### src/rtl/phy_regs_pkg.sv
// Constants shared by the next-page, indirect MMD and energy config logic
package phy_regs_pkg;

  // Register indices on the management interface
  localparam logic [4:0] IDX_PARTNER_NP_RX   = 5'h08;
  localparam logic [4:0] IDX_MMD_CONTROL     = 5'h0d;
  localparam logic [4:0] IDX_MMD_ADDR_DATA   = 5'h0e;
  localparam logic [4:0] IDX_ENERGY_CONFIG   = 5'h10;

  // Received next-page field positions
  localparam int NP_NEXT_BIT   = 15;
  localparam int NP_ACK_BIT    = 14;
  localparam int NP_MSG_BIT    = 13;
  localparam int NP_ACK2_BIT   = 12;
  localparam int NP_TOGGLE_BIT = 11;
  localparam int NP_CODE_MSB   = 10;

  // Indirect control field positions and codes
  localparam int MMD_FUNC_LSB = 14;
  localparam int MMD_DEV_MSB  = 4;
  localparam logic [1:0] MMD_FUNC_ADDRESS = 2'h0;
  localparam logic [1:0] MMD_FUNC_DATA    = 2'h1;
  localparam logic [4:0] MMD_DEV_PCS      = 5'h03;
  localparam logic [4:0] MMD_DEV_AUTONEG  = 5'h07;

  // Energy configuration field positions
  localparam int EC_TX_EN_BIT   = 15;
  localparam int EC_TX_INT_LSB  = 13;
  localparam int EC_SINGLE_BIT  = 12;
  localparam int EC_RX_INT_LSB  = 10;
  localparam int EC_INDEP_BIT   = 3;

  // Reset values and writable-bit masks
  localparam logic [15:0] RST_NP_RX     = 16'h0000;
  localparam logic [15:0] RST_MMD_CTRL  = 16'h0000;
  localparam logic [15:0] RST_MMD_ADDR  = 16'h0000;
  localparam logic [15:0] RST_ENERGY    = 16'h0000;
  localparam logic [15:0] MASK_MMD_CTRL = 16'hc01f;
  localparam logic [15:0] MASK_ENERGY   = 16'hfc08;

  // Timing: clock rate and intervals in milliseconds
  localparam longint CLK_KHZ      = 20000;
  localparam longint TX_INT0_MS   = 1000;
  localparam longint TX_INT1_MS   = 768;
  localparam longint TX_INT2_MS   = 512;
  localparam longint TX_INT3_MS   = 256;
  localparam longint RX_INT0_MS   = 64;
  localparam longint RX_INT1_MS   = 256;
  localparam longint RX_INT2_MS   = 512;
  localparam longint RX_INT3_MS   = 1000;
  localparam int     CNT_W        = 25;
  localparam int TX_INT0_CYC = int'(TX_INT0_MS * CLK_KHZ);
  localparam int TX_INT1_CYC = int'(TX_INT1_MS * CLK_KHZ);
  localparam int TX_INT2_CYC = int'(TX_INT2_MS * CLK_KHZ);
  localparam int TX_INT3_CYC = int'(TX_INT3_MS * CLK_KHZ);
  localparam int RX_INT0_CYC = int'(RX_INT0_MS * CLK_KHZ);
  localparam int RX_INT1_CYC = int'(RX_INT1_MS * CLK_KHZ);
  localparam int RX_INT2_CYC = int'(RX_INT2_MS * CLK_KHZ);
  localparam int RX_INT3_CYC = int'(RX_INT3_MS * CLK_KHZ);

  typedef enum logic [1:0] {
    WAKE_IDLE,
    WAKE_ARMED
  } wake_state_t;

endpackage

### src/rtl/phy_nextpage_mmd_energy_regs.sv
// Next-page capture, indirect MMD window and sleep link-pulse control
`timescale 1ns/1ps
// Overview of operation
// Bit 15 of received next page shows partner next-page ability, reset 0.
// Bit 14 becomes 1 once a link code word arrives, 0 before.
// Bit 13 message/unformatted flag; bits 10:0 received code, reset 0.
// Bit 12 shows partner second acknowledge flag.
// Bit 11 shows received toggle flag.
// Control bits 15:14 select function: 00 address, 01 data, others reserved.
// Control bits 4:0 select target device: 3 PCS, 7 auto-negotiation.
// In address mode a write to address/data sets the MMD address.
// Otherwise address/data reads and writes move data at stored address.
// Data accesses never change the stored MMD address.
// Bit 15 enables periodic link pulses while asleep at chosen interval.
// Pulses only with power-down enabled and PHY actually asleep.
// Software sets independent mode whenever it sets pulse enable.
// Bits 14:13 pick pulse interval: 1 s, 768, 512, 256 ms.
// Bit 12 set: one received link pulse wakes the PHY.
// Bit 12 clear: two pulses within the maximum spacing wake it.
// Bits 11:10 pick maximum spacing: 64, 256, 512 ms, 1 s.
// Bit 3 set: each port decides pulses from its own sleep state.
// Bit 3 clear: pulses only while both ports are asleep.
// Software should prefer single-pulse wake toward energy-saving gear.
// Sleep mode is entered only with power-down enable set.
// Soft-reset-cleared fields return to defaults on PHY soft reset.
// Reserved bits read zero and ignore writes.
module phy_nextpage_mmd_energy_regs
  import phy_regs_pkg::*;
#(
  // One clock rate sets every interval, so a faster test needs one knob
  parameter int CYC_PER_MS = int'(phy_regs_pkg::CLK_KHZ),
  parameter int TX_CYC_0   = int'(phy_regs_pkg::TX_INT0_MS * CYC_PER_MS),
  parameter int TX_CYC_1   = int'(phy_regs_pkg::TX_INT1_MS * CYC_PER_MS),
  parameter int TX_CYC_2   = int'(phy_regs_pkg::TX_INT2_MS * CYC_PER_MS),
  parameter int TX_CYC_3   = int'(phy_regs_pkg::TX_INT3_MS * CYC_PER_MS),
  parameter int RX_CYC_0   = int'(phy_regs_pkg::RX_INT0_MS * CYC_PER_MS),
  parameter int RX_CYC_1   = int'(phy_regs_pkg::RX_INT1_MS * CYC_PER_MS),
  parameter int RX_CYC_2   = int'(phy_regs_pkg::RX_INT2_MS * CYC_PER_MS),
  parameter int RX_CYC_3   = int'(phy_regs_pkg::RX_INT3_MS * CYC_PER_MS)
) (
  // Clock and resets
  input  wire logic        mclk_i,
  input  wire logic        reset_i,
  input  wire logic        soft_reset_cleared_i,
  // Management register access
  input  wire logic [4:0]  reg_index_i,
  input  wire logic        reg_wr_i,
  input  wire logic        reg_rd_i,
  input  wire logic [15:0] reg_wdata_i,
  output logic [15:0]      reg_rdata_o,
  output logic             reg_rvalid_o,
  // Received next page from auto-negotiation
  input  wire logic        np_rx_valid_i,
  input  wire logic [15:0] np_rx_word_i,
  // Indirect MMD space
  output logic [4:0]       mmd_target_select_o,
  output logic [15:0]      mmd_addr_o,
  output logic             mmd_wr_o,
  output logic             mmd_rd_o,
  output logic [15:0]      mmd_wdata_o,
  input  wire logic [15:0] mmd_rdata_i,
  // Energy-detect power-down
  input  wire logic        energy_powerdown_enable_i,
  input  wire logic        energy_detect_sleep_i,
  input  wire logic        other_port_sleep_i,
  input  wire logic        nlp_rx_i,
  output logic             nlp_tx_o,
  output logic             wake_o
);

  localparam int TW = phy_regs_pkg::CNT_W;

  // Storage
  logic [15:0] np_rx;
  logic [15:0] mmd_ctrl;
  logic [15:0] mmd_addr;
  logic [15:0] energy_cfg;
  logic [15:0] next_rdata;

  // Address decode
  wire hit_np     = (reg_index_i == IDX_PARTNER_NP_RX);
  wire hit_ctrl   = (reg_index_i == IDX_MMD_CONTROL);
  wire hit_adat   = (reg_index_i == IDX_MMD_ADDR_DATA);
  wire hit_energy = (reg_index_i == IDX_ENERGY_CONFIG);

  // Indirect window decode
  wire [1:0] mmd_func  = mmd_ctrl[MMD_FUNC_LSB +: 2];
  wire       addr_mode = (mmd_func == MMD_FUNC_ADDRESS);
  wire       adat_wr   = reg_wr_i && hit_adat;
  wire       adat_rd   = reg_rd_i && hit_adat;
  wire       addr_load = adat_wr && addr_mode;
  wire       data_wr   = adat_wr && !addr_mode;
  wire       data_rd   = adat_rd && !addr_mode;

  // Energy field decode
  wire       tx_en     = energy_cfg[EC_TX_EN_BIT];
  wire [1:0] tx_sel    = energy_cfg[EC_TX_INT_LSB +: 2];
  wire       single    = energy_cfg[EC_SINGLE_BIT];
  wire [1:0] rx_sel    = energy_cfg[EC_RX_INT_LSB +: 2];
  wire       indep     = energy_cfg[EC_INDEP_BIT];

  // Pick one of four interval counts
  function automatic logic [TW-1:0] pick(input logic [1:0] sel,
                                         input int c0, input int c1,
                                         input int c2, input int c3);
    case (sel)
      2'h0:    pick = TW'(c0);
      2'h1:    pick = TW'(c1);
      2'h2:    pick = TW'(c2);
      default: pick = TW'(c3);
    endcase
  endfunction

  wire [TW-1:0] tx_period =
    pick(tx_sel, TX_CYC_0, TX_CYC_1, TX_CYC_2, TX_CYC_3);
  wire [TW-1:0] rx_max_gap =
    pick(rx_sel, RX_CYC_0, RX_CYC_1, RX_CYC_2, RX_CYC_3);

  // Sleep only counts when power-down is enabled
  wire asleep     = energy_powerdown_enable_i && energy_detect_sleep_i;
  // Without independent mode both ports must be asleep
  wire ports_ok   = indep || other_port_sleep_i;
  wire tx_run     = tx_en && asleep && ports_ok;

  // Read data selection; reserved bits come back as zero
  wire [15:0] adat_view = addr_mode ? mmd_addr : mmd_rdata_i;
  always_comb begin
    next_rdata = 16'h0000;
    if (hit_np) begin
      next_rdata = np_rx;
    end else if (hit_ctrl) begin
      next_rdata = mmd_ctrl & MASK_MMD_CTRL;
    end else if (hit_adat) begin
      next_rdata = adat_view;
    end else if (hit_energy) begin
      next_rdata = energy_cfg & MASK_ENERGY;
    end
  end

  // Register read port: data one cycle after the read strobe
  always_ff @(posedge mclk_i) begin
    if (reset_i) begin
      reg_rdata_o  <= 16'h0000;
      reg_rvalid_o <= 1'b0;
    end else begin
      reg_rvalid_o <= reg_rd_i;
      if (reg_rd_i) begin
        reg_rdata_o <= next_rdata;
      end
    end
  end

  // Captured next page; acknowledge is forced once a word arrived
  always_ff @(posedge mclk_i) begin
    if (reset_i) begin
      np_rx <= RST_NP_RX;
    end else if (np_rx_valid_i) begin
      np_rx[NP_NEXT_BIT]       <= np_rx_word_i[NP_NEXT_BIT];
      np_rx[NP_ACK_BIT]        <= 1'b1;
      np_rx[NP_MSG_BIT]        <= np_rx_word_i[NP_MSG_BIT];
      np_rx[NP_ACK2_BIT]       <= np_rx_word_i[NP_ACK2_BIT];
      np_rx[NP_TOGGLE_BIT]     <= np_rx_word_i[NP_TOGGLE_BIT];
      np_rx[NP_CODE_MSB:0]     <= np_rx_word_i[NP_CODE_MSB:0];
    end
  end

  // Indirect control: only function and target fields hold state
  always_ff @(posedge mclk_i) begin
    if (reset_i) begin
      mmd_ctrl <= RST_MMD_CTRL;
    end else if (reg_wr_i && hit_ctrl) begin
      mmd_ctrl <= reg_wdata_i & MASK_MMD_CTRL;
    end
  end

  // Stored MMD address changes only in address mode
  always_ff @(posedge mclk_i) begin
    if (reset_i) begin
      mmd_addr <= RST_MMD_ADDR;
    end else if (addr_load) begin
      mmd_addr <= reg_wdata_i;
    end
  end

  // Energy configuration, also cleared by the PHY soft reset
  always_ff @(posedge mclk_i) begin
    if (reset_i || soft_reset_cleared_i) begin
      energy_cfg <= RST_ENERGY;
    end else if (reg_wr_i && hit_energy) begin
      energy_cfg <= reg_wdata_i & MASK_ENERGY;
    end
  end

  // MMD strobes registered so every output leaves a flip-flop; the
  // MMD side sees data accesses one cycle after the management strobe
  always_ff @(posedge mclk_i) begin
    if (reset_i) begin
      mmd_target_select_o <= 5'h00;
      mmd_addr_o          <= 16'h0000;
      mmd_wr_o            <= 1'b0;
      mmd_rd_o            <= 1'b0;
      mmd_wdata_o         <= 16'h0000;
    end else begin
      mmd_target_select_o <= mmd_ctrl[MMD_DEV_MSB:0];
      mmd_addr_o          <= addr_load ? reg_wdata_i : mmd_addr;
      mmd_wr_o            <= data_wr;
      mmd_rd_o            <= data_rd;
      if (data_wr) begin
        mmd_wdata_o <= reg_wdata_i;
      end
    end
  end

  // Sleep link-pulse generator
  nlp_interval_timer #(
    .CNT_W (TW)
  ) u_tx_timer (
    .mclk_i   (mclk_i),
    .reset_i  (reset_i),
    .run_i    (tx_run),
    .period_i (tx_period),
    .tick_o   (nlp_tx_o)
  );

  // Wake detection while asleep
  nlp_wake_detect #(
    .CNT_W (TW)
  ) u_wake (
    .mclk_i    (mclk_i),
    .reset_i   (reset_i),
    .active_i  (asleep),
    .single_i  (single),
    .max_gap_i (rx_max_gap),
    .pulse_i   (nlp_rx_i),
    .wake_o    (wake_o)
  );

endmodule

### src/rtl/nlp_interval_timer.sv
// Periodic pulse generator for link pulses sent while asleep
`timescale 1ns/1ps
module nlp_interval_timer #(
  parameter int CNT_W = 25
) (
  // Clock and reset
  input  wire logic             mclk_i,
  input  wire logic             reset_i,
  // Control
  input  wire logic             run_i,
  input  wire logic [CNT_W-1:0] period_i,
  // Output
  output logic                  tick_o
);

  logic [CNT_W-1:0] count;
  wire              at_end = (count >= period_i - CNT_W'(1));

  // Restarts from zero whenever it is stopped, so the first pulse
  // comes one full interval after entering sleep
  always_ff @(posedge mclk_i) begin
    if (reset_i || !run_i) begin
      count  <= '0;
      tick_o <= 1'b0;
    end else if (at_end) begin
      count  <= '0;
      tick_o <= 1'b1;
    end else begin
      count  <= count + CNT_W'(1);
      tick_o <= 1'b0;
    end
  end

endmodule

### src/rtl/nlp_wake_detect.sv
// Wake detector: one pulse, or two pulses within a maximum spacing
`timescale 1ns/1ps
module nlp_wake_detect
  import phy_regs_pkg::*;
#(
  parameter int CNT_W = 25
) (
  // Clock and reset
  input  wire logic             mclk_i,
  input  wire logic             reset_i,
  // Control
  input  wire logic             active_i,
  input  wire logic             single_i,
  input  wire logic [CNT_W-1:0] max_gap_i,
  input  wire logic             pulse_i,
  // Output
  output logic                  wake_o
);

  wake_state_t      state;
  logic [CNT_W-1:0] gap;
  wire              gap_ok = (gap < max_gap_i);

  always_ff @(posedge mclk_i) begin
    if (reset_i || !active_i) begin
      state  <= WAKE_IDLE;
      gap    <= '0;
      wake_o <= 1'b0;
    end else begin
      wake_o <= 1'b0;
      case (state)
        WAKE_IDLE: begin
          gap <= '0;
          if (pulse_i && single_i) begin
            wake_o <= 1'b1;
          end else if (pulse_i) begin
            state <= WAKE_ARMED;
          end
        end
        WAKE_ARMED: begin
          if (pulse_i && gap_ok) begin
            wake_o <= 1'b1;
            state  <= WAKE_IDLE;
          end else if (pulse_i) begin
            gap <= '0; // Late pulse becomes the new first pulse
          end else if (!gap_ok) begin
            state <= WAKE_IDLE;
          end else begin
            gap <= gap + CNT_W'(1);
          end
        end
        default: state <= WAKE_IDLE;
      endcase
    end
  end

endmodule

### config.mk
export PLATFORM = sky130hd
export DESIGN_NAME = phy_nextpage_mmd_energy_regs
export DESIGN_NICKNAME = d
export VERILOG_FILES = /design/src/rtl/phy_regs_pkg.sv /design/src/rtl/phy_nextpage_mmd_energy_regs.sv /design/src/rtl/nlp_interval_timer.sv /design/src/rtl/nlp_wake_detect.sv
export SDC_FILE = /design/constraint.sdc
export NUM_CORES = 1
export LEC_CHECK = 0
export BUFFER_PORTS_ARGS = -buffer_cell sky130_fd_sc_hd__buf_2
export CAP_MARGIN = 20
export CORE_UTILIZATION = 59
export DETAILED_ROUTE_END_ITERATION = 8
export MAX_ROUTING_LAYER = met4
export PLACE_DENSITY_LB_ADDON = 0.1
export SLEW_MARGIN = 30
export SYNTH_ARGS = -nofsm -noshare
export SYNTH_HDL_FRONTEND = slang
export SYNTH_SLANG_ARGS = --single-unit
### constraint.sdc
create_clock -name mclk_i -period 6.68 [get_ports mclk_i]
set_input_delay 0.668 -clock mclk_i [delete_from_list [all_inputs] [get_ports mclk_i]]
set_output_delay 0.668 -clock mclk_i [all_outputs]
set_load 0.05 [all_outputs]
==> key figures, run 1 <==
Floorplan
  • Io pins: between 100 and 150
  • Die span in x: approximately 110 um
  • Die area: about 12000 um^2
  • Starting Density: 0.610
  • Floorplan row count: 38
  • Die span in y: around 110 um
  • Core Area: ~11000 um^2

Global route
  • Vias in the first global route: between 5000 and 6000
  • Largest net degree at the start of global routing: a little over 80
  • Overflow after GRT: 0
  • First-pass GRT wire length: 27200 um
  • Antenna violations before repair: 1
  • GRT Util Overall: 0.309

Clocking
  • Htree depth: 4
  • CTS tree: yes
  • Post-CTS setup buffers: 0
  • CTS Buffer Depth: 2
  • Post-CTS Hold Buffers: 0
  • # clock sinks: roughly 140
  • TritonCTS buffer count: 17
  • Root Buffer: clkbuf_8
  • Resized cells post-CTS: 0
  • Clock slew at reported path FFs: around 70 ps
  • Clock Latency Late Sink: between 500 and 600 ps

Yosys
  • Synth Area per Inst: between 8 and 9 um^2
  • Flops & latches, synth: between 100 and 150
  • Syn. warnings: 0
  • Post-synthesis cell type count: 57
  • Synth cell count leaders: dfxtp_1, nand2_1, nor2_1
  • Syn nets: about 900
  • Ys flop type: dfxtp_1
  • Most common cell in the netlist: dfxtp_1
  • Ys async rst share: 0
  • Sequential share of the synthesized area: 0.419
  • Top post-synthesis cells by area: dfxtp_1, ha_1, nand2_1, a21oi_1, nor2_1
  • Yosys top cell area share: 0.419
  • Leading area contributor after synthesis: dfxtp_1
  • Mapped Cells: a little under 800
  • Mapped cell area: about 6600 um^2
  • Number of synthesized flops with an enable pin: 0

Pwr
  • Total power divided by cell area: between 200 and 250 nW/um^2
  • Worst VDD drop: just over 0.0002 V
  • Leak: between 0.003 and 0.004 uW

Drt
  • Vias/cell: between 5 and 6
  • 1st-iter DRT viols: ~350
  • Wire per inst: about 16 um
  • Final wirelength: between 15000 and 20000 um
  • First-pass DRT Iterations: 5
  • Vias: roughly 6000
  • DRC viols: 0
  • Post-DRT Antenna Nets: 0

STA
  • Setup TNS Final: 0 ps
  • Min cycle time layout: around 3400 ps
  • Worst slew margin: 0.376
  • Final-report hold violation count: 0
  • Final Cycle Share: 0.511
  • Worst Skew: ~8.1 ps
  • Final Setup Violations: 0
  • Slew @ Worst Pin: roughly 940 ps
  • Hold slack final: approximately 370 ps
  • Highest clock rate: 293 MHz
  • RSZ-0062 raised after global routing: no
  • Fin. max-slew vios: 0

Hold path
  • Min-Delay Path Class: in -> reg
  • Min-delay src: np_rx_word_i[3]

Placed design
  • HPWL after DPL: ~12000 um
  • GPL Wtd Cong: approximately 0.84
  • Placed cell count: 1005
  • Number of port buffers: between 100 and 150

Critical path
  • Required @ worst endpoint: between 7000 and 8000 ps
  • CP arrival: 3890 ps
  • CP Buf/Inv Count: 1
  • Critical Path, Cell by Cell: inv_1 > ha_1 > ha_1 > a211oi_1 > nand2_1 > o211ai_2 > a31oi_4 > or2_1 > or4_1 > nand2_1
  • Crit-path max cell delay: approximately 600 ps
  • RR Startpoint: energy_cfg[10]
  • Critical Path End Type: flip-flop
  • Critical-path top delay cell: or4_1
  • Crit Path Class: reg -> reg
  • Crit Path Max Fanout: 22
  • Crit-path leading delay family: simple AND/OR/NAND/NOR gates
  • Worst setup path startpoint: energy_cfg[10]
  • Crit start category: flip-flop

Cells and area
  • Reg area: around 2800 um^2
  • Final layout net count: 990
  • Share of post-route cells with drive strength above 1: 0.196
  • Combined area of the multi-input logic cells: 3630 um^2
  • Fillcell total: 866
  • Filler-free cell count of the finished design: about 1000
  • Synthesis-to-finish area growth: 19.0%

Run status
  • Status: finished clean

Run
  • Max cap viols: 0
[flip-flops by register name, indices dropped and copies added (netlist names), 5 cells and up]
name,flops
u_tx_timer.count,25
u_wake.gap,25
mmd_addr_o,16
mmd_wdata_o,16
np_rx,16
reg_rdata_o,16
energy_cfg,7
mmd_ctrl,7
mmd_target_select_o,5
[final cells by class]
type | instances | share of cell area
Clock buffer | 21 | 0.0581
Sequential cell | 139 | 0.352
Multi-Input combinational cell | 580 | 0.460
Antenna cell | 2 | 0.000634
Timing Repair Buffer | 123 | 0.0792
Inverter | 23 | 0.0109
Clock inverter | 11 | 0.0169
Tap cell | 140 | 0.0222
[logic make-up (layout without fill, tap and decap cells)]
logic type	Yosys count	after routing	share of synthesized area
and+or+nand+nor	320	320	0.222
AOI/OAI and AO/OA	157	157	0.153
DFF	139	139	0.419
buffers and inverters	63	178	0.0385
adders and majority gates	43	43	0.0811
muxes	34	34	0.0515
xor gates and xnor gates	26	26	0.0343
other	0	2	0
[per-layer routing]
metal / share of wire / vias to the layer above / track usage
met5: 0 / - / -
met4: 0.031 / 0 / 0.139
met3: 0.063 / 42 / 0.0910
met2: 0.51 / 196 / 0.521
met1: 0.40 / 2842 / 0.334
li1: - / 2941 / -
[stage by stage]
stage	power (uW)	instance area, um^2	utilization	setup slack, ps
after floorplan	923	6640	-	3880
after global placement	958	7290	0.669	3400
after detailed placement	960	7290	0.670	3320
after CTS	1890	7880	0.724	3290
after global routing	1930	7900	0.725	2990
final	1880	7900	0.725	3270
[power by group]
group          leakage (uW)  internal (uW)  total (uW)  switching (uW)
Combinational       0.00188           32.2        95.4            63.2
Sequential          0.00113            841         848            7.11
Clock              0.000290            567         938             371
Total               0.00329           1440        1880             442
[worst reg2reg max path: stages, from the launching register on]
cell	delay, ps
dfxtp_1	510
inv_1	140
ha_1	360
ha_1	320
a211oi_1	250
nand2_1	110
o211ai_2	250
a31oi_4	170
or2_1	550
or4_1	610
nand2_1	80
[worst paths after layout]
check        slack (ps)              to  cells after the start
max                3270  u_wake.gap[22]                     10
min                 370        np_rx[3]                      3
max reg2reg        3270  u_wake.gap[22]                     10
min reg2reg         480   mmd_addr_o[9]                      2
[cell usage in the layout, fill, tap and decap left out, drive strengths merged, types with 5 or more instances in the layout]
| cell type | instances |
|---|---|
| dfxtp | 139 |
| buf | 123 |
| nand2 | 108 |
| nor2 | 97 |
| a21oi | 80 |
| ha | 43 |
| nand3 | 34 |
| mux2i | 33 |
| inv | 26 |
| clkbuf | 21 |
| o21ai | 18 |
| nand4 | 16 |
| or3 | 15 |
| a211oi | 14 |
| xor2 | 14 |
| xnor2 | 12 |
| a21o | 11 |
| nor3 | 10 |
| a221oi | 8 |
| and3 | 7 |
| nor2b | 6 |
| or4 | 6 |
| o31ai | 6 |
| clkinv | 5 |
Power figures use the tool's default switching activity.
==> run 2: changes to the inputs <==
Settings changed: CORE_UTILIZATION 59 to 56.
Clock period 6.68 ns to 3.5 ns, I/O delays scaled along.
==> run 2 against run 1 <==
Global-route usage is 2.1 points lower. Sequential power is 91% higher. Fmax increased by 7.4%. Utilization fell by 3.1 points. Clock power up 98%. Clock skew is 1.5 ps higher.
==> key figures, run 2 (synthesis results as in run 1) <==
Run status
  • Status: finished clean

Critical path
  • Critical-path top delay cell: o311ai_4
  • Critical Path End Type: flip-flop
  • Crit-path max cell delay: slightly above 700 ps
  • Reg2Reg Setup Slack: around 320 ps
  • Crit Path Max Fanout: 22
  • Worst setup endpoint: u_wake.gap[20]
  • Most frequent CP cell: ha_1
  • Required @ worst endpoint: around 3900 ps
  • Crit start category: flip-flop
  • Critical path depth in cells: 10
  • CP arrival: 3530 ps
  • R2r endpoint: u_wake.gap[20]
  • Crit-path leading delay family: compound AO/OA/AOI/OAI gates
  • Worst setup path startpoint: energy_cfg[11]
  • R2R depth: 10
  • Critical Path, Cell by Cell: inv_1 > ha_1 > ha_1 > a211oi_1 > nand2_1 > o211ai_2 > a31oi_4 > o311ai_4 > o21ai_0 > a21oi_1
  • Crit Path Class: reg -> reg
  • RR Startpoint: energy_cfg[11]
  • CP Buf/Inv Count: 1

Clocking
  • Htree depth: 4
  • Clock Latency Late Sink: about 420 ps
  • CTS Buffer Depth: 2
  • # clock sinks: 139
  • Post-CTS setup buffers: 0
  • Post-CTS Hold Buffers: 0
  • CTS tree: yes
  • Resized cells post-CTS: 0
  • Root Buffer: clkbuf_16
  • Clock slew at reported path FFs: 60 ps
  • TritonCTS buffer count: 17

Floorplan
  • Floorplan row count: 39
  • Starting Density: 0.579
  • Die span in x: between 100 and 150 um
  • Die area: about 12000 um^2
  • Die span in y: 111 um
  • Core Area: around 11000 um^2
  • Io pins: about 120

STA
  • Worst Skew: 9.62 ps
  • Slew @ Worst Pin: 827 ps
  • RSZ-0062 raised after global routing: no
  • Final-report hold violation count: 0
  • Min cycle time layout: 3180 ps
  • Worst slew margin: 0.444
  • Setup TNS Final: 0 ps
  • Fin. max-slew vios: 0
  • Highest clock rate: approximately 310 MHz
  • Final Cycle Share: 0.908
  • Hold slack final: ~150 ps
  • Final Setup Violations: 0

Cells and area
  • Commonest non-fill, non-tap cell in the layout: dfxtp_1
  • Commonest non-fill, non-tap cells in the layout: dfxtp_1, buf_2, nand2_1
  • Share of post-route cells with drive strength above 1: 0.199
  • Top Registers: u_tx_timer.count x25, u_wake.gap x25
  • Synthesis-to-finish area growth: 20.0%
  • Final layout net count: around 1000
  • Final core occ: 0.694
  • Post-route cell area: between 7000 and 8000 um^2

Pwr
  • Total power divided by cell area: about 460 nW/um^2
  • Worst VDD drop: roughly 0.00065 V
  • Tot Pwr: between 3000 and 4000 uW
  • Leak: 0.00333 uW

Drt
  • DRC viols: 0
  • Post-DRT Antenna Nets: 0
  • First-pass DRT Iterations: 5
  • Final wirelength: ~17000 um
  • Vias: between 5000 and 6000
  • Wire per inst: 15.9 um
  • 1st-iter DRT viols: between 300 and 400
  • Vias/cell: approximately 5.7

Global route
  • Largest net degree at the start of global routing: 80
  • Vias in the first global route: a little under 6000
  • First-pass GRT wire length: around 28000 um
  • Overflow after GRT: 0
  • Antenna violations before repair: 1
  • GRT Util Overall: 0.288

Placed design
  • Number of port buffers: about 120
  • GPL Wtd Cong: 0.855
  • HPWL after DPL: 11900 um
  • Post-DP Area: 7340 um^2

Hold path
  • Hold Path Stages: 3
  • Min-Delay Path Class: in -> reg

Run
  • Max cap viols: 0
==> run 2: worst min path at each step <==
stage,start,end
global route,np_rx_word_i[11],np_rx[11]
CTS,np_rx_word_i[2],np_rx[2]
floorplan,np_rx[14],np_rx[14]
finish,np_rx_word_i[2],np_rx[2]
global placement,np_rx[14],np_rx[14]
detailed placement,np_rx[14],np_rx[14]
==> run 2: final cells by class <==
type                       instances  area, um^2
antenna                            1        2.50
clock buffer                      22         474
clock inverter                     9         138
fill                             949        3500
inverter                          23        86.3
multi-input combinational        580        3620
sequential                       139        2780
tap                              143         179
timing repair buffer             130         678
==> run 2: layer usage <==
layer	global-route usage	wire length [um]	vias up
met5	-	0	-
met4	0.135	463	0
met3	0.0656	1070	36
met2	0.475	8180	193
met1	0.331	6920	2809
li1	-	-	2950
==> run 2: where the power goes <==
group / switching, uW / internal [uW] / total, uW
Combinational: 121 / 61.8 / 182
Clock: 684 / 1180 / 1860
Sequential: 13.2 / 1610 / 1620
Total: 818 / 2840 / 3660
==> run 2: worst reg2reg max path: cells and delay by family, from the launching register on <==
kind | cells | cell delay, ps
AO/OA/AOI/OAI | 6 | 1780
adder cells (fa/ha/maj) | 2 | 670
buffers and inverters | 1 | 130
flip-flops | 1 | 440
AND/OR/NAND/NOR | 1 | 90
==> run 2: through the flow <==
step                      cells  setup WS [ps]
after CTS                  1046            268
after floorplan             782            704
final                      1047            324
after detailed placement   1015            306
after global routing       1047           27.0
after global placement     1015            447
==> run 3: changes to the inputs <==
Settings changed: ABC_AREA from default to 1, CORE_UTILIZATION 56 to 57, SLEW_MARGIN 30 to 20.
==> run 3 against run 2 <==
Synthesized cell count grew 37%. Sequential share of layout area shrank 3.1 points. Fmax grew 16%. Final cell count grew 30%. Final area grew 9.7%. Clock-buffer cell count is the same. Die area grew 11%. Wire length grew 13%. Clock skew shrank 3.8 ps.
==> key figures, run 3 <==
Placed design
  • HPWL after DPL: approximately 13000 um
  • Post-DP Area: 8140 um^2
  • Number of port buffers: about 120
  • GPL Wtd Cong: 0.892
  • Place WS: between 700 and 800 ps

Yosys
  • Flops & latches, synth: 139
  • Yosys top cell area share: 0.372
  • Synth Area per Inst: 6.96 um^2
  • Sequential share of the synthesized area: 0.372
  • Synth Area in Simple Gates: 0.304
  • Mapped Cells: between 1000 and 1500
  • Top post-synthesis cells by area: dfxtp_1, nand2_1, nor2_1, ha_1, inv_1
  • Most common cell in the netlist: nand2_1
  • Compound-Gate Fraction of Synth Area: 0.121
  • Ys flop type: dfxtp_1
  • Syn. warnings: 0
  • Largest family of logic cells by synthesized area: simple AND/OR/NAND/NOR gates
  • Leading area contributor after synthesis: dfxtp_1
  • Synth cell count leaders: nand2_1, nor2_1, dfxtp_1
  • Mux contribution to synthesized area: 0
  • Post-synthesis cell type count: ~40
  • Number of synthesized flops with an enable pin: 0
  • Mapped cell area: 7480 um^2
  • Ys async rst share: 0
  • Synth Area in Adders: 0.0719
  • Post-synthesis xor/xnor area fraction: 0.0433
  • Syn nets: between 1000 and 1500

Cells and area
  • Fillcell total: roughly 1200
  • Share of post-route cells with drive strength above 1: 0.151
  • Top Registers: u_tx_timer.count x25, u_wake.gap x25
  • Final layout net count: 1283
  • Final core occ: 0.686
  • Commonest non-fill, non-tap cells in the layout: nand2_1, nor2_1, dfxtp_1
  • Synthesis-to-finish area growth: 16.7%
  • Commonest non-fill, non-tap cell in the layout: nand2_1
  • Post-route cell area: roughly 8700 um^2

Run status
  • Status: finished clean

Clocking
  • CTS Buffer Depth: 2
  • Post-CTS Hold Buffers: 0
  • Resized cells post-CTS: 0
  • Clock Latency Late Sink: 430 ps
  • Htree depth: 4
  • TritonCTS buffer count: 17
  • CTS tree: yes
  • Root Buffer: clkbuf_16
  • Clock slew at reported path FFs: ~60 ps
  • Post-CTS setup buffers: 0
  • # clock sinks: between 100 and 150

Floorplan
  • Core Area: approximately 13000 um^2
  • Die span in y: 117 um
  • Die span in x: about 120 um
  • Die area: between 10000 and 15000 um^2
  • Starting Density: 0.588
  • Floorplan row count: 41
  • Io pins: 121

Pwr
  • Worst VDD drop: 0.000340 V
  • Tot Pwr: around 3600 uW
  • Leak: 0.00381 uW
  • Total power divided by cell area: around 420 nW/um^2

Drt
  • Vias/cell: 5.23
  • Vias: between 7000 and 8000
  • 1st-iter DRT viols: 485
  • Wire per inst: 13.8 um
  • Post-DRT Antenna Nets: 0
  • First-pass DRT Iterations: 7
  • Final wirelength: about 19000 um
  • DRC viols: 0

Critical path
  • Critical-path top delay cell: nand3_2
  • Required @ worst endpoint: slightly below 4000 ps
  • Crit-path max cell delay: between 400 and 500 ps
  • Crit Path Max Fanout: 25
  • Crit Path Class: reg -> reg
  • Crit start category: flip-flop
  • Most frequent CP cell: nor2_1
  • CP Buf/Inv Count: 1
  • Crit-path leading delay family: simple AND/OR/NAND/NOR gates
  • CP arrival: just over 3000 ps
  • Critical Path End Type: flip-flop
  • Critical Path, Cell by Cell: inv_1 > ha_1 > nand3b_1 > xnor2_1 > ha_1 > nand2_1 > nor2_1 > nand3_1 > nor2_1 > a21oi_1 > nand3_2 > nor2_1

Global route
  • Largest net degree at the start of global routing: 65
  • First-pass GRT wire length: 31300 um
  • GRT Util Overall: 0.306
  • Global-route track usage on met2: 0.488
  • Overflow after GRT: 0
  • Antenna violations before repair: 1
  • Vias in the first global route: about 6600
  • Gr busiest metal: met2
  • Met3 Usage GRT: 0.0820
  • GR Util met1: 0.375

STA
  • Fin. max-slew vios: 0
  • Min cycle time layout: 2740 ps
  • Worst Skew: between 5 and 6 ps
  • Final Setup Violations: 0
  • Final Cycle Share: 0.782
  • Final Worst Setup Slack: around 760 ps
  • Slew @ Worst Pin: between 600 and 700 ps
  • Highest clock rate: ~370 MHz
  • Setup TNS Final: 0 ps
  • Worst slew margin: 0.540
  • Final-report hold violation count: 0
  • RSZ-0062 raised after global routing: no

Hold path
  • Min-Delay Path Class: in -> reg

Run
  • Max cap viols: 0
-- run 3: cell count changes after synthesis, sizes merged, moves of 15 or more --
cell | before | now
inv | 23 | 119
mux2i | 33 | 0
nand2 | 108 | 246
nand3 | 34 | 56
nor2 | 97 | 159
nor4 | 2 | 18
o21ai | 18 | 71
or3 | 15 | 0
-- run 3: per-stage QoR --
step | hold slack [ps] | instances
final | 136 | 1362
after global routing | 134 | 1362
after CTS | 137 | 1361
after detailed placement | 434 | 1330
after global placement | 430 | 1330
after floorplan | 425 | 1075
-- run 3: kinds of logic after synthesis --
| kind of cell | Yosys count |
|---|---|
| XOR/XNOR | 37 |
| adder cells (fa/ha/maj) | 43 |
| flip-flops | 139 |
| AND/OR/NAND/NOR | 525 |
| buffers and inverters | 163 |
| AO/OA/AOI/OAI | 168 |
-- run 3: power by group --
group	leakage [uW]	internal [uW]	switching (uW)
clock network	0.000271	1100	703
logic	0.00241	59.7	139
registers	0.00113	1610	15.2
-- run 3: tightest hold or removal path: cells and delay by family --
kind	cells	cell delay, ps
buf+inv	1	70
simple gates	2	110
-- run 3: routing by layer --
metal,part of all wire,vias up
met1,0.44,3236
li1,-,3692
met4,0.019,0
met2,0.48,170
met5,0,-
met3,0.062,25
-- run 3: final cells by class --
type                            instances  area [um^2]  area share
Timing Repair Buffer                  126          648      0.0742
Tap cell                              172          215      0.0246
Sequential cell                       139         2780       0.319
Antenna cell                            1         2.50    0.000287
Clock buffer                           22          474      0.0543
Inverter                              120          450      0.0516
Multi-Input combinational cell        773         4040       0.463
Clock inverter                          9          115      0.0132
-- run 3: final timing paths --
check	startpoint	end	slack, ps	depth (start not counted)
max	energy_cfg[14]	u_tx_timer.count[13]	760	12
min	np_rx_word_i[7]	np_rx[7]	140	3
max reg2reg	energy_cfg[14]	u_tx_timer.count[13]	760	12
min reg2reg	mmd_wdata_o[12]	mmd_wdata_o[12]	440	2
